## src/pil_pkg.sv

```systemverilog
// Shared constants and types for the prioritized interrupt latch unit.
// Assumes an 8-bit special-function byte port and a core that runs on the same clock.
package pil_pkg;

  // Source numbering: positions 2..23 carry a request latch
  localparam int LATCH_LO  = 2;
  localparam int LATCH_HI  = 23;
  localparam int NUM_SRC   = 24;
  localparam int MASK_LO   = 4;
  localparam int EXT0_SRC  = 4;
  localparam int CONV_SRC  = 15;
  localparam int TRAP_SRC  = 2;
  localparam int WDOG_SRC  = 3;

  // Code used in the accept record for the shared soft/bad-opcode entry
  localparam logic [4:0] SOFT_CODE = 5'h01;

  // Special-function byte addresses of the latch registers
  localparam logic [7:0] ADDR_UPPER_GROUP = 8'h2E;
  localparam logic [7:0] ADDR_LOW_BYTE    = 8'h3C;
  localparam logic [7:0] ADDR_HIGH_BYTE   = 8'h3D;

  localparam logic [7:0]  LATCH_RESET = 8'h00;
  localparam logic [7:0]  READ_UNMAPPED = 8'h00;

  // Vector addresses
  localparam logic [15:0] VEC_RESET     = 16'hFFFE;
  localparam logic [15:0] VEC_SOFT      = 16'hFFFC;
  localparam logic [15:0] VEC_TRAP      = 16'hFFFA;
  localparam logic [15:0] VEC_WDOG      = 16'hFFF8;
  localparam logic [15:0] VEC_LOW_BASE  = 16'hFFF6;
  localparam logic [15:0] VEC_HIGH_BASE = 16'hFFBE;

  // Acceptance timing: one clock per machine cycle
  localparam int MCYC_PER_ACCEPT = 8;
  localparam int CLK_PER_MCYC    = 1;
  localparam int ACCEPT_CLKS     = MCYC_PER_ACCEPT * CLK_PER_MCYC;

  typedef enum logic [1:0] {
    PIL_IDLE   = 2'b01,
    PIL_ACCEPT = 2'b10
  } pil_state_type;

  typedef struct packed {
    logic [15:0] vector;
    logic [4:0]  src;
    logic        imf_saved;
  } pil_accept_type;

  function automatic logic [15:0] pil_vector_of(input logic [4:0] src);
    logic [15:0] v;
    v = VEC_SOFT;
    if (src == 5'h02) begin
      v = VEC_TRAP;
    end else if (src == 5'h03) begin
      v = VEC_WDOG;
    end else if (src >= 5'h04 && src <= 5'h0F) begin
      v = VEC_LOW_BASE - {10'h000, src - 5'h04, 1'b0};
    end else if (src >= 5'h10) begin
      v = VEC_HIGH_BASE - {10'h000, src - 5'h10, 1'b0};
    end
    return v;
  endfunction : pil_vector_of

endpackage : pil_pkg

```

## src/pil_prio_pick.sv

```systemverilog
// Fixed-priority picker: the lowest eligible source position wins.
// Assumes bit n of the input stands for source position n.
`timescale 1ns/100ps
module pil_prio_pick import pil_pkg::*; #(
  parameter int WIDTH = NUM_SRC
) (
  input  wire logic [WIDTH-1:0] eligible,
  output logic                  found,
  output logic [4:0]            pick
);

  // The pick code is five bits wide, so wider inputs cannot be named
  generate
    if (WIDTH < 1 || WIDTH > 32) begin : g_bad_width
      $error("WIDTH must be within 1..32");
    end
  endgenerate

  always_comb begin
    found = 1'b0;
    pick  = 5'h00;
    for (int i = WIDTH - 1; i >= 0; i--) begin
      if (eligible[i]) begin
        found = 1'b1;
        pick  = 5'(i);
      end
    end
  end

endmodule : pil_prio_pick

```

## src/pil_latch_unit.sv

```systemverilog
// Prioritized interrupt latch unit: request latches, enable gating, priority
// pick, acceptance sequence with vector and master-enable handling.
// Assumes request pulses, core strobes and the byte port share clk.
// Operation
// RQ1: Twenty-four sources; trap and watchdog unmaskable, positions 4-23 maskable.
// RQ2: A request sets its latch, which holds and asks the core when enabled.
// RQ3: Maskable needs master and source enable; external 0 also needs pin enable.
// RQ4: Simultaneous requests accepted in fixed order, lowest position first; nesting allowed.
// RQ5: Vectors: trap FFFA, watchdog FFF8, 4-15 from FFF6, 16-23 from FFBE.
// RQ6: Soft trap and bad opcode have no latch and share vector FFFC.
// RQ7: The accepted source's latch clears at acceptance.
// RQ8: Reset forces every latch to zero.
// RQ9: Latches live at bytes 2E, 3C, 3D; writing zero clears a bit.
// RQ10: Writing one never sets a latch; the bit stays unchanged.
// RQ11: Software clears with plain stores, writing ones to trap and watchdog bits.
// RQ12: Software avoids read-modify-write clears, which may lose requests.
// RQ13: Reads of latch bytes return current pending state.
// RQ14: Software drops master enable before altering enables or latches.
// RQ15: Acceptance clears master enable in hardware before the handler runs.
// RQ16: Software clears trap action select to get the trap interrupt.
// RQ17: Software clears watchdog action select to get the watchdog interrupt.
// RQ18: Converter-done latch may clear unserviced while lower-priority acceptance starts.
// RQ19: Unmaskable sources are accepted regardless of enables.
// RQ20: Acceptance lasts eight machine cycles after the current instruction.
// RQ21: A request coinciding with a software clear leaves the latch set.
`timescale 1ns/100ps
module pil_latch_unit import pil_pkg::*; #(
  parameter int ACCEPT_LEN = ACCEPT_CLKS
) (
  input  wire logic                 clk,
  input  wire logic                 rstn,
  input  wire logic [7:0]           sfr_addr,
  input  wire logic                 sfr_wr,
  input  wire logic                 sfr_rd,
  input  wire logic [7:0]           sfr_wdata,
  output logic [7:0]                sfr_rdata,
  input  wire logic [LATCH_HI:0]    req_pulse,
  input  wire logic [LATCH_HI:0]    source_irq_enable,
  input  wire logic                 ext0_pin_enable,
  input  wire logic                 enable_irq_op,
  input  wire logic                 disable_irq_op,
  input  wire logic                 return_op,
  input  wire logic                 return_imf,
  input  wire logic                 soft_trap_irq,
  input  wire logic                 bad_opcode_irq,
  input  wire logic                 insn_done,
  output logic                      irq_request,
  output logic                      master_irq_enable,
  output logic                      accept_busy,
  output logic                      vector_load,
  output pil_accept_type            accept_info,
  output logic [LATCH_HI:0]         request_latch
);

  generate
    if (ACCEPT_LEN < 2 || ACCEPT_LEN > 255) begin : g_bad_len
      $error("ACCEPT_LEN must be within 2..255");
    end
  endgenerate

  pil_state_type      state_ff, nxt_state;
  logic [7:0]         count_ff, nxt_count;
  logic [LATCH_HI:0]  latch_ff, nxt_latch;
  logic               imf_ff, nxt_imf;
  pil_accept_type     info_ff, nxt_info;
  logic [7:0]         rdata_ff, nxt_rdata;
  logic               load_ff, nxt_load;

  logic [LATCH_HI:0]  eligible;
  logic [LATCH_HI:0]  sw_clear;
  logic               found;
  logic [4:0]         pick;
  logic               soft_req;
  logic               accept_start;
  logic               conv_hazard;

  // Per-source eligibility and software-clear decode
  for (genvar i = 0; i <= LATCH_HI; i++) begin : g_src // RQ1
    localparam logic [7:0] BYTE_ADDR = (i < 8)  ? ADDR_LOW_BYTE :
                                       (i < 16) ? ADDR_HIGH_BYTE : ADDR_UPPER_GROUP;
    if (i < LATCH_LO) begin : g_none
      assign eligible[i] = 1'b0; // RQ6
      assign sw_clear[i] = 1'b0;
    end else begin : g_latch
      if (i < MASK_LO) begin : g_nmi
        assign eligible[i] = latch_ff[i]; // RQ19
      end else if (i == EXT0_SRC) begin : g_ext0
        assign eligible[i] = latch_ff[i] & imf_ff & source_irq_enable[i]
                             & ext0_pin_enable; // RQ3
      end else begin : g_mask
        assign eligible[i] = latch_ff[i] & imf_ff & source_irq_enable[i]; // RQ3
      end
      // Only a zero bit clears; a one leaves the latch alone
      assign sw_clear[i] = sfr_wr & (sfr_addr == BYTE_ADDR) & ~sfr_wdata[i % 8]; // RQ9 RQ10
      // Per-latch checks: a request lands unless the converter hazard swallows it, a written one never sets
      a_hw_set_wins: assert property (@(posedge clk) disable iff (!rstn) // RQ2 RQ21
        (req_pulse[i] && !(i == CONV_SRC && conv_hazard)) |=> latch_ff[i])
        else $error("request did not set its latch");
      a_write_keeps: assert property (@(posedge clk) disable iff (!rstn) // RQ10
        (sfr_wr && sfr_addr == BYTE_ADDR && sfr_wdata[i % 8] && !latch_ff[i] && !req_pulse[i])
        |=> !latch_ff[i])
        else $error("software write set a latch bit");
    end
  end

  pil_prio_pick #(
    .WIDTH    (NUM_SRC)
  ) u_pick (
    .eligible (eligible),
    .found    (found),
    .pick     (pick)
  );

  assign soft_req     = soft_trap_irq | bad_opcode_irq;
  assign irq_request  = found | soft_req; // RQ2
  // Acceptance begins only at an instruction boundary; nesting works once the
  // handler sets master enable again, since the sequencer is free by then
  assign accept_start = (state_ff == PIL_IDLE) & insn_done & (found | soft_req); // RQ4 RQ20
  // A converter-done request landing as a lower-priority source starts
  // acceptance is swallowed by the same clear, as the original silicon does
  assign conv_hazard  = accept_start & ~soft_req & found & (pick > 5'(CONV_SRC))
                        & req_pulse[CONV_SRC]; // RQ18

  always_comb begin
    nxt_latch = latch_ff;
    for (int i = LATCH_LO; i <= LATCH_HI; i++) begin
      // Hardware set wins over software and acceptance clears, but not over the converter-done hazard clear
      nxt_latch[i] = req_pulse[i] | (latch_ff[i] & ~sw_clear[i]); // RQ2 RQ21
      if (accept_start && !soft_req && pick == 5'(i) && !req_pulse[i]) begin
        nxt_latch[i] = 1'b0; // RQ7
      end
    end
    if (conv_hazard) begin
      nxt_latch[CONV_SRC] = 1'b0; // RQ18
    end
  end

  always_comb begin
    nxt_imf = imf_ff;
    if (accept_start) begin
      nxt_imf = 1'b0; // RQ15
    end else if (return_op) begin
      nxt_imf = return_imf;
    end else if (enable_irq_op) begin
      nxt_imf = 1'b1;
    end else if (disable_irq_op) begin
      nxt_imf = 1'b0;
    end
  end

  always_comb begin
    nxt_state = state_ff;
    nxt_count = count_ff;
    nxt_info  = info_ff;
    nxt_load  = 1'b0;
    case (state_ff)
      PIL_IDLE: begin
        if (accept_start) begin
          nxt_state          = PIL_ACCEPT;
          nxt_count          = 8'(ACCEPT_LEN - 1);
          nxt_info.imf_saved = imf_ff;
          // Soft trap and bad opcode outrank every latched source
          nxt_info.src       = soft_req ? SOFT_CODE : pick; // RQ4 RQ6
          nxt_info.vector    = soft_req ? VEC_SOFT : pil_vector_of(pick); // RQ5 RQ6
        end
      end
      PIL_ACCEPT: begin
        if (count_ff == 8'h00) begin
          nxt_state = PIL_IDLE;
        end else begin
          nxt_count = count_ff - 8'h01;
          nxt_load  = (count_ff == 8'h01); // RQ20
        end
      end
      default: begin
        nxt_state = PIL_IDLE;
      end
    endcase
  end

  always_comb begin
    nxt_rdata = rdata_ff;
    if (sfr_rd) begin
      case (sfr_addr)
        ADDR_LOW_BYTE:    nxt_rdata = {latch_ff[7:LATCH_LO], 2'b00}; // RQ13
        ADDR_HIGH_BYTE:   nxt_rdata = latch_ff[15:8]; // RQ13
        ADDR_UPPER_GROUP: nxt_rdata = latch_ff[23:16]; // RQ13
        default:          nxt_rdata = READ_UNMAPPED;
      endcase
    end
  end

  always_ff @(posedge clk or negedge rstn) begin
    if (!rstn) begin
      state_ff <= PIL_IDLE;
      count_ff <= 8'h00;
      latch_ff <= '0; // RQ8
      imf_ff   <= 1'b0;
      info_ff  <= '{vector: VEC_RESET, src: 5'h00, imf_saved: 1'b0};
      rdata_ff <= LATCH_RESET;
      load_ff  <= 1'b0;
    end else begin
      state_ff <= nxt_state;
      count_ff <= nxt_count;
      latch_ff <= nxt_latch;
      imf_ff   <= nxt_imf;
      info_ff  <= nxt_info;
      rdata_ff <= nxt_rdata;
      load_ff  <= nxt_load;
    end
  end

  assign sfr_rdata         = rdata_ff;
  assign master_irq_enable = imf_ff;
  assign accept_busy       = (state_ff == PIL_ACCEPT);
  assign vector_load       = load_ff;
  assign accept_info       = info_ff;
  assign request_latch     = latch_ff;

  a_imf_drop_accept: assert property (@(posedge clk) disable iff (!rstn) // RQ15
    accept_start |=> !imf_ff [*1] ##0 accept_busy)
    else $error("master enable not cleared on acceptance");

  a_latch_clear_accept: assert property (@(posedge clk) disable iff (!rstn) // RQ7
    (accept_start && !soft_req && pick == 5'h09 && !req_pulse[9]) |=> !latch_ff[9])
    else $error("accepted latch not cleared");

  a_write_no_set: assert property (@(posedge clk) disable iff (!rstn) // RQ10
    (sfr_wr && sfr_addr == ADDR_LOW_BYTE && sfr_wdata[3] && !latch_ff[3] && !req_pulse[3])
    |=> !latch_ff[3])
    else $error("software write set a latch");

  a_set_beats_clear: assert property (@(posedge clk) disable iff (!rstn) // RQ21
    (req_pulse[20] && sfr_wr && sfr_addr == ADDR_UPPER_GROUP && !sfr_wdata[4]) |=> latch_ff[20])
    else $error("request lost against software clear");

  a_mask_gating: assert property (@(posedge clk) disable iff (!rstn) // RQ3
    (accept_start && !soft_req) |-> (pick < 5'h04 || (imf_ff && source_irq_enable[pick])))
    else $error("maskable source accepted while disabled");

  a_accept_length: assert property (@(posedge clk) disable iff (!rstn) // RQ20
    accept_start |=> accept_busy [*8] ##1 !accept_busy)
    else $error("acceptance did not last eight cycles");

  a_vector_load_time: assert property (@(posedge clk) disable iff (!rstn) // RQ20
    accept_start |-> ##7 (!vector_load) ##1 vector_load)
    else $error("vector load not at end of acceptance");

  a_vector_ext0: assert property (@(posedge clk) disable iff (!rstn) // RQ5
    (accept_start && !soft_req && pick == 5'h04) |=> accept_info.vector == 16'hFFF6)
    else $error("wrong vector for external input 0");

  a_vector_soft: assert property (@(posedge clk) disable iff (!rstn) // RQ6
    (accept_start && soft_req) |=> accept_info.vector == 16'hFFFC)
    else $error("wrong vector for soft trap");

  a_read_status: assert property (@(posedge clk) disable iff (!rstn) // RQ13
    (sfr_rd && sfr_addr == ADDR_UPPER_GROUP) |=> sfr_rdata == $past(latch_ff[23:16]))
    else $error("latch read does not match state");

  a_conv_hazard: assert property (@(posedge clk) disable iff (!rstn) // RQ18
    (accept_start && !soft_req && found && pick > 5'h0F && req_pulse[15])
    |=> !latch_ff[15])
    else $error("converter hazard not reproduced");

  a_nmi_taken: assert property (@(posedge clk) disable iff (!rstn) // RQ19
    (!accept_busy && insn_done && (latch_ff[TRAP_SRC] || latch_ff[WDOG_SRC])) |=> accept_busy)
    else $error("unmaskable source not accepted");

  a_lowest_first: assert property (@(posedge clk) disable iff (!rstn) // RQ4
    (accept_start && !soft_req)
    |-> (eligible & ((24'h000001 << pick) - 24'h000001)) == 24'h000000)
    else $error("higher-priority source passed over");

  a_ext0_pin: assert property (@(posedge clk) disable iff (!rstn) // RQ3
    (accept_start && !soft_req && pick == 5'h04) |-> ext0_pin_enable)
    else $error("external input 0 accepted with its pin disabled");

  a_soft_outranks: assert property (@(posedge clk) disable iff (!rstn) // RQ4 RQ6
    (accept_start && soft_req) |=> accept_info.src == SOFT_CODE)
    else $error("soft trap did not outrank latched sources");

  a_vector_trap: assert property (@(posedge clk) disable iff (!rstn) // RQ5
    (accept_start && !soft_req && pick == 5'h02) |=> accept_info.vector == 16'hFFFA)
    else $error("wrong vector for the fetch trap");

  a_vector_last: assert property (@(posedge clk) disable iff (!rstn) // RQ5
    (accept_start && !soft_req && pick == 5'h17) |=> accept_info.vector == 16'hFFB0)
    else $error("wrong vector for the last source");

  a_read_low: assert property (@(posedge clk) disable iff (!rstn) // RQ13
    (sfr_rd && sfr_addr == ADDR_LOW_BYTE) |=> sfr_rdata == {$past(latch_ff[7:2]), 2'b00})
    else $error("low latch byte read does not match state");

  a_rdata_holds: assert property (@(posedge clk) disable iff (!rstn) // RQ13
    !sfr_rd |=> $stable(sfr_rdata))
    else $error("read data changed without a read");

  a_load_in_busy: assert property (@(posedge clk) disable iff (!rstn) // RQ20
    vector_load |-> accept_busy)
    else $error("vector load outside acceptance");

endmodule : pil_latch_unit

```

## config.mk

```make
export PLATFORM = sky130hd
export DESIGN_NAME = pil_latch_unit
export DESIGN_NICKNAME = d
export VERILOG_FILES = /design/src/pil_pkg.sv /design/src/pil_prio_pick.sv /design/src/pil_latch_unit.sv
export SDC_FILE = /design/constraint.sdc
export NUM_CORES = 1
export LEC_CHECK = 0
export ABC_CLOCK_PERIOD_IN_PS = 4700
export BUFFER_PORTS_ARGS = -buffer_cell sky130_fd_sc_hd__buf_2
export CORE_ASPECT_RATIO = 0.5
export CORE_MARGIN = 5
export CORE_UTILIZATION = 43
export DETAILED_ROUTE_END_ITERATION = 16
export GPL_TIMING_DRIVEN = 0
export PLACE_DENSITY = 0.69
export SYNTH_ARGS = -nofsm -noshare
export SYNTH_HDL_FRONTEND = slang
export SYNTH_SLANG_ARGS = --single-unit
export TNS_END_PERCENT = 5
```

## constraint.sdc

```tcl
create_clock -name clk -period 4.7 [get_ports clk]
set_input_delay 0.94 -clock clk [delete_from_list [all_inputs] [get_ports clk]]
set_output_delay 0.94 -clock clk [all_outputs]
set_load 0.01 [all_outputs]
```

==> results of run 1 <==
registers in the layout (all words and copies together), names as in the netlist:
signal / cells
sfr_rdata: 8
vector_load: 1
count_ff: 8
state_ff: 2
accept_info: 12
request_latch: 22
master_irq_enable: 1
placed cells by master (no fill, tap or decap), drive strengths merged, types with 7 or more instances in the layout:
master  count
ha          8
dfrtp      47
mux2i       7
o21ai      10
a21oi      25
dfstp       7
o221ai     21
a22o        8
nand2      35
nand2b     23
buf       132
conb       12
a31oi       8
nor3        7
clkbuf      7
inv         9
nor2       31
path summary, 6_finish.rpt:
kind | from | to | slack [ns] | cells after the start
max | source_irq_enable[7] | irq_request | 1.47 | 6
min | accept_info[5] | accept_info[5] | 0.47 | 1
max reg2reg | request_latch[13] | request_latch[15] | 1.78 | 9
min reg2reg | accept_info[5] | accept_info[5] | 0.47 | 1
max in group asynchronous | rstn | accept_info[10] | 3.50 | 2
min in group asynchronous | rstn | sfr_rdata[2] | 0.58 | 1
area by class of cell:
cell class                 count  area, sq um  area share
clock buffer                   5        125.1     0.03042
tap                           96        120.1     0.02921
timing repair buffer         115        590.6      0.1436
multi-input combinational    264         1735      0.4220
inverter                       9        33.78    0.008214
sequential                    54         1360      0.3307
clock inverter                 3        21.27    0.005172
buffer                        19        126.4     0.03073
cells by family (layout without fill, tap and decap cells):
kind of cell,after synthesis,after routing,share of synthesized area
AOI/OAI and AO/OA,101,101,0.2391
xor gates and xnor gates,6,6,0.01633
muxes,7,7,0.02177
other,2,12,0.002334
and+or+nand+nor,130,130,0.2169
buffers and inverters,28,151,0.04977
DFF,54,54,0.4226
adders and majority gates,8,8,0.03111
report_power, final:
| part | switching, W | leakage, nW | internal, W |
|---|---|---|---|
| Combinational | 0.000179 | 1.22 | 0.000125 |
| Clock | 0.000166 | 0.0698 | 0.000197 |
| Sequential | 0.0000289 | 0.581 | 0.000514 |
layer usage:
metal,vias to the layer above,GRT usage
met4,0,0.03837
met2,100,0.3459
met1,1510,0.2604
met3,6,0.04403
met5,-,0
li1,1483,-
metrics by stage:
stage	setup WS, ns	utilization	hold slack [ns]	instances
floorplan	1.651	-	0.4946	346
global placement	1.205	0.5410	0.4540	556
detailed placement	1.188	0.5410	0.4625	556
CTS	1.461	0.5611	0.4778	564
global route	1.304	0.5638	0.4977	565
finish	1.468	0.5638	0.4745	565
==> results.json, run 1 <==
{
  "synthCells": 336,
  "arrival_ns": 2.29,
  "worstSkewPairLatency_ns": 0.29,
  "fp.dieArea_sq_um": 9419,
  "cp_max_fo": 4,
  "max-slew-margin-rel": 0.5113,
  "place_congestion": 0.9263,
  "synth-edff-count": 0,
  "dpl-instance-area_sq_um": 3946,
  "path_cells": "buf_2 -> a22o_1 -> a2111oi_4 -> and3_4 -> nand4_4 -> buf_2",
  "die_w_microns": 132.3,
  "crit_top_cell": "buf_2",
  "final_nets": 552,
  "clock_path_buffers": 2,
  "min_path_type": "reg2reg",
  "synthFlopType": "dfrtp_1",
  "core-area_sq_um": 7295,
  "met2_length_mm": 4.666,
  "cts.repair.resized": 0,
  "rsz0062_at_grt": "false",
  "grt_max_degree": 55,
  "h-tree-depth": 2,
  "async_reset_ff_frac": 1.000,
  "drive_gt1_frac": 0.3518,
  "ctsHoldBuffers": 0,
  "yosysMostFrequentCell": "dfrtp_1",
  "skew_ns": 0.007958,
  "highest_layer": "met4",
  "wl_met1_mm": 4.020,
  "ys_types": 65,
  "syn_area_sq_um": 3218,
  "maxCapViolations": 0,
  "p_leak_nw": 1.871,
  "max_freq_mhz": 309.4,
  "power_density_nw_per_um2": 294.3,
  "clock-sinks": 54,
  "path_delay_family": "compound AO/OA/AOI/OAI gates",
  "portBuffers": 114,
  "grt_pass1_vias": 3130,
  "cp_slowest_cell": "a2111oi_4",
  "die_h_microns": 71.17,
  "cp_num_buf_inv": 2,
  "grt_pass1_wl_mm": 15.28,
  "first_pass_iters": 5,
  "fin_crit_ns": 3.232,
  "dp_hpwl_mm": 7.574,
  "wire_per_inst_microns": 16.57,
  "via_per_inst": 5.485,
  "num_vias": 3099,
  "yosys_warnings": 0,
  "synth_area_leaders": "dfrtp_1 37%, dfstp_2 5.7%, o221ai_1 5.7%",
  "ant_nets": 0,
  "fillCellCount": 721,
  "synth_top_cells_by_count": "47 x dfrtp_1, 33 x nand2_1, 30 x nor2_1, 24 x a21oi_1, 23 x nand2b_1",
  "tns_ns": 0,
  "required_ns": 3.76,
  "tritoncts": "built",
  "ir_drop_mv": 0.1978,
  "synth_area_leader_cell": "dfrtp_1",
  "grt_overflow_total": 0,
  "drtIter0Drc": 259,
  "postCtsSetupBuffers": 0,
  "cts.clk_slew.worst_paths_ns": 0.07,
  "fp-row-count": 22,
  "setup_violations": 0,
  "wl_met3_microns": 603,
  "syn_to_final_growth_pct": 27.80,
  "ys_seq_elements": 54,
  "fin_crit_sh": 0.6876,
  "hold_violations": 0,
  "numCtsBuffers": 5,
  "synth_top_area_share": 0.3655,
  "cts-root-buf": "clkbuf_16",
  "start_util": 0.4412,
  "tightest_slew_ns": 0.7312,
  "syn_area_per_cell_sq_um": 9.578,
  "maxSlewViolCount": 0,
  "startpoint_type": "primary input",
  "diodes": 0,
  "grtUsageTotal": 0.1995,
  "ys_seq_area_frac": 0.4226,
  "critical_path.max_stage_delay_ns": 0.40,
  "critPathCaptureType": "output port",
  "drc": 0,
  "status": "completed",
  "num_io_pins": 134,
  "design_area_sq_um": 4113,
  "p_total_w": 0.001210,
  "routed_wl_mm": 9.361,
  "critical_path_class": "in2out",
  "antenna_found_initial": 0
}
Note: power is estimated with default switching activity, not from simulation.
==> inputs of run 2 (changes only) <==
- ABC_AREA: not set -> 1
- ABC_CLOCK_PERIOD_IN_PS: 4700 -> 3400
- PLACE_DENSITY: 0.69 -> 0.68
- clock period: 4.7 -> 3.4 ns (I/O delays scaled with it)
==> results.json, run 2 <==
{
  "grt_pass1_vias": 3015,
  "cp_slowest_cell": "dfrtp_1",
  "hold_violations": 0,
  "cts-root-buf": "clkbuf_16",
  "path_cells": "buf_6 -> nand3_2 -> o21ai_0 -> nor2_1 -> inv_1 -> a21oi_1 -> o21ai_0 -> nand2_1 -> inv_1 -> ha_1 -> nor3_1 -> nand4_2 -> nand3_2 -> nand2_2 -> nand3_1 -> nand2_1 -> inv_1",
  "arrival_ns": 3.11,
  "synth_area_leader_cell": "dfrtp_1",
  "grtUsageTotal": 0.2018,
  "yosys_warnings": 0,
  "power_density_nw_per_um2": 449.9,
  "worstSkewPairLatency_ns": 0.30,
  "stdcell_count": 647,
  "final_nets": 634,
  "grt_overflow_total": 0,
  "intPower_w": 0.001262,
  "fp.dieArea_sq_um": 9608,
  "die_h_microns": 71.86,
  "tns_ns": 0,
  "swShare": 0.3309,
  "yosysMostFrequentCell": "nand2_1",
  "p_leak_nw": 2.207,
  "h-tree-depth": 2,
  "tightest_slew_ns": 0.9318,
  "fillCellCount": 721,
  "power_frac_clock": 0.313,
  "critical_path.max_stage_delay_ns": 0.44,
  "max_freq_mhz": 349.3,
  "core-area_sq_um": 7377,
  "hold-worst-slack_ns": 0.4126,
  "power_switching_w": 0.0006239,
  "layout_common_cells": "115 x buf_2, 87 x nand2_1, 53 x nor2_1",
  "min_path_type": "in2async",
  "largest_reg_flops": 22,
  "wire_per_inst_microns": 15.01,
  "synth_top_cells_by_count": "87 x nand2_1, 53 x nor2_1, 47 x dfrtp_1, 37 x o21ai_0",
  "grt_pass1_wl_mm": 15.43,
  "startpoint_type": "flop",
  "fin_crit_ns": 2.863,
  "status": "completed",
  "ir_drop_mv": 0.2678,
  "dp_hpwl_mm": 7.697,
  "drive_gt1_frac": 0.3267,
  "start_util": 0.4461,
  "synth_top_area_share": 0.3574,
  "drc": 0,
  "ys_seq_elements": 54,
  "syn_to_final_growth_pct": 27.38,
  "die_w_microns": 133.7,
  "synthCells": 418,
  "dp_cells": 639,
  "max-slew-margin-rel": 0.3775,
  "antenna_found_initial": 0,
  "cts.repair.resized": 0,
  "cp.depth": 17,
  "syn_area_sq_um": 3291,
  "maxCapViolations": 0,
  "num_io_pins": 134,
  "place_congestion": 0.8689,
  "path_delay_family": "simple AND/OR/NAND/NOR gates",
  "first_pass_iters": 4,
  "portBuffers": 115,
  "final_common_cell": "buf_2",
  "synth-edff-count": 0,
  "seqPwrFrac": 0.402,
  "syn_area_per_cell_sq_um": 7.872,
  "required_ns": 3.64,
  "ys_seq_area_frac": 0.4133,
  "synth_area_leaders": "dfrtp_1 36%, nand2_1 9.9%, nor2_1 6.0%",
  "numCtsBuffers": 5,
  "skew_ns": 0.009714,
  "maxSlewViolCount": 0,
  "drtIter0Drc": 191,
  "clock-sinks": 54,
  "ctsHoldBuffers": 0,
  "rrSetupSlack_ns": 0.54,
  "async_reset_ff_frac": 1.000,
  "fin_crit_sh": 0.8420,
  "setup_violations": 0,
  "synthFlopType": "dfrtp_1",
  "via_per_inst": 4.998,
  "grt_max_degree": 55,
  "ys_types": 42,
  "critPathCaptureType": "flop",
  "num_vias": 3234,
  "cp_max_fo": 10,
  "diodes": 0,
  "cts.clk_slew.worst_paths_ns": 0.07,
  "crit_top_cell": "inv_1",
  "ant_nets": 0,
  "worstRegToRegCells": 17,
  "rsz0062_at_grt": "false",
  "tritoncts": "built",
  "critical_path_class": "reg2reg",
  "r2r_end": "accept_info[9]",
  "fp-row-count": 22,
  "power_frac_comb": 0.286,
  "routed_wl_mm": 9.714,
  "postCtsSetupBuffers": 0,
  "reg2reg_from": "master_irq_enable",
  "clock_path_buffers": 2,
  "cp_num_buf_inv": 4
}
run 2: changes by cell type in the layout (fill, tap and decap cells not counted), sizes merged, moves of 8 or more:
cell and delta:
nor2 +26, nand3 +35, nand2b -23, a21oi -15, a22o -8, nand2 +61, o21ai +28, o221ai -21
o21bai +23, inv +30
run 2: cell type report:
| class | instances | area (sq um) | share of cell area |
|---|---|---|---|
| multi-input combinational | 317 | 1679 | 0.4006 |
| sequential | 54 | 1360 | 0.3245 |
| timing repair buffer | 115 | 578.1 | 0.1379 |
| inverter | 40 | 163.9 | 0.03910 |
| clock buffer | 5 | 125.1 | 0.02985 |
| buffer | 17 | 125.1 | 0.02985 |
| tap | 96 | 120.1 | 0.02866 |
| clock inverter | 3 | 40.04 | 0.009552 |
run 2: worst reg2reg max path: stages (launching register included):
cell	delay, ns
dfrtp_1	0.44
buf_6	0.17
nand3_2	0.06
o21ai_0	0.10
nor2_1	0.29
inv_1	0.07
a21oi_1	0.12
o21ai_0	0.09
nand2_1	0.26
inv_1	0.18
ha_1	0.25
nor3_1	0.23
nand4_2	0.17
nand3_2	0.14
nand2_2	0.06
nand3_1	0.09
nand2_1	0.06
inv_1	0.05
run 2: cells by family after synthesis:
| kind of cell | synth area share |
|---|---|
| compound gates | 0.1525 |
| simple gates | 0.3110 |
| xor+xnor | 0.002662 |
| fa+ha+maj | 0.03042 |
| buf+inv | 0.08783 |
| other cells | 0.002282 |
| flops | 0.4133 |
run 2: power groups by stage:
stage / sequential, W / combinational [W] / clock, W
detailed placement: 0.000768 / 0.000540 / 0
finish: 0.000757 / 0.000539 / 0.000590
floorplan: 0.000777 / 0.000346 / 0
global route: 0.000767 / 0.000601 / 0.000629
CTS: 0.000757 / 0.000542 / 0.000597
global placement: 0.000767 / 0.000530 / 0
run 2: per-layer routing:
layer,up-vias,track usage,wire (microns)
met5,-,0,0
met4,0,0.03991,74
met3,7,0.04909,634
met2,103,0.3175,4420
met1,1499,0.2853,4584
li1,1625,-,-
run 2: worst max-delay path by stage:
stage                 endpoint  slack, ns                   from
3_5_place_dp    accept_info[9]       0.36  source_irq_enable[23]
3_3_place_gp    accept_info[9]       0.38  source_irq_enable[23]
4_1_cts         accept_info[9]       0.56      master_irq_enable
6_report        accept_info[9]       0.54      master_irq_enable
2_1_floorplan   accept_info[8]       0.92  source_irq_enable[22]
5_1_grt        accept_info[12]       0.29      master_irq_enable
run 2: stage by stage:
stage / utilization / instance area, sq um / setup slack, ns / power (W)
finish: 0.5682 / 4192 / 0.5373 / 0.001886
global route: 0.5682 / 4192 / 0.2944 / 0.001997
CTS: 0.5678 / 4189 / 0.5609 / 0.001896
detailed placement: 0.5455 / 4024 / 0.3643 / 0.001308
global placement: 0.5455 / 4024 / 0.3793 / 0.001297
floorplan: - / 3328 / 0.9198 / 0.001123
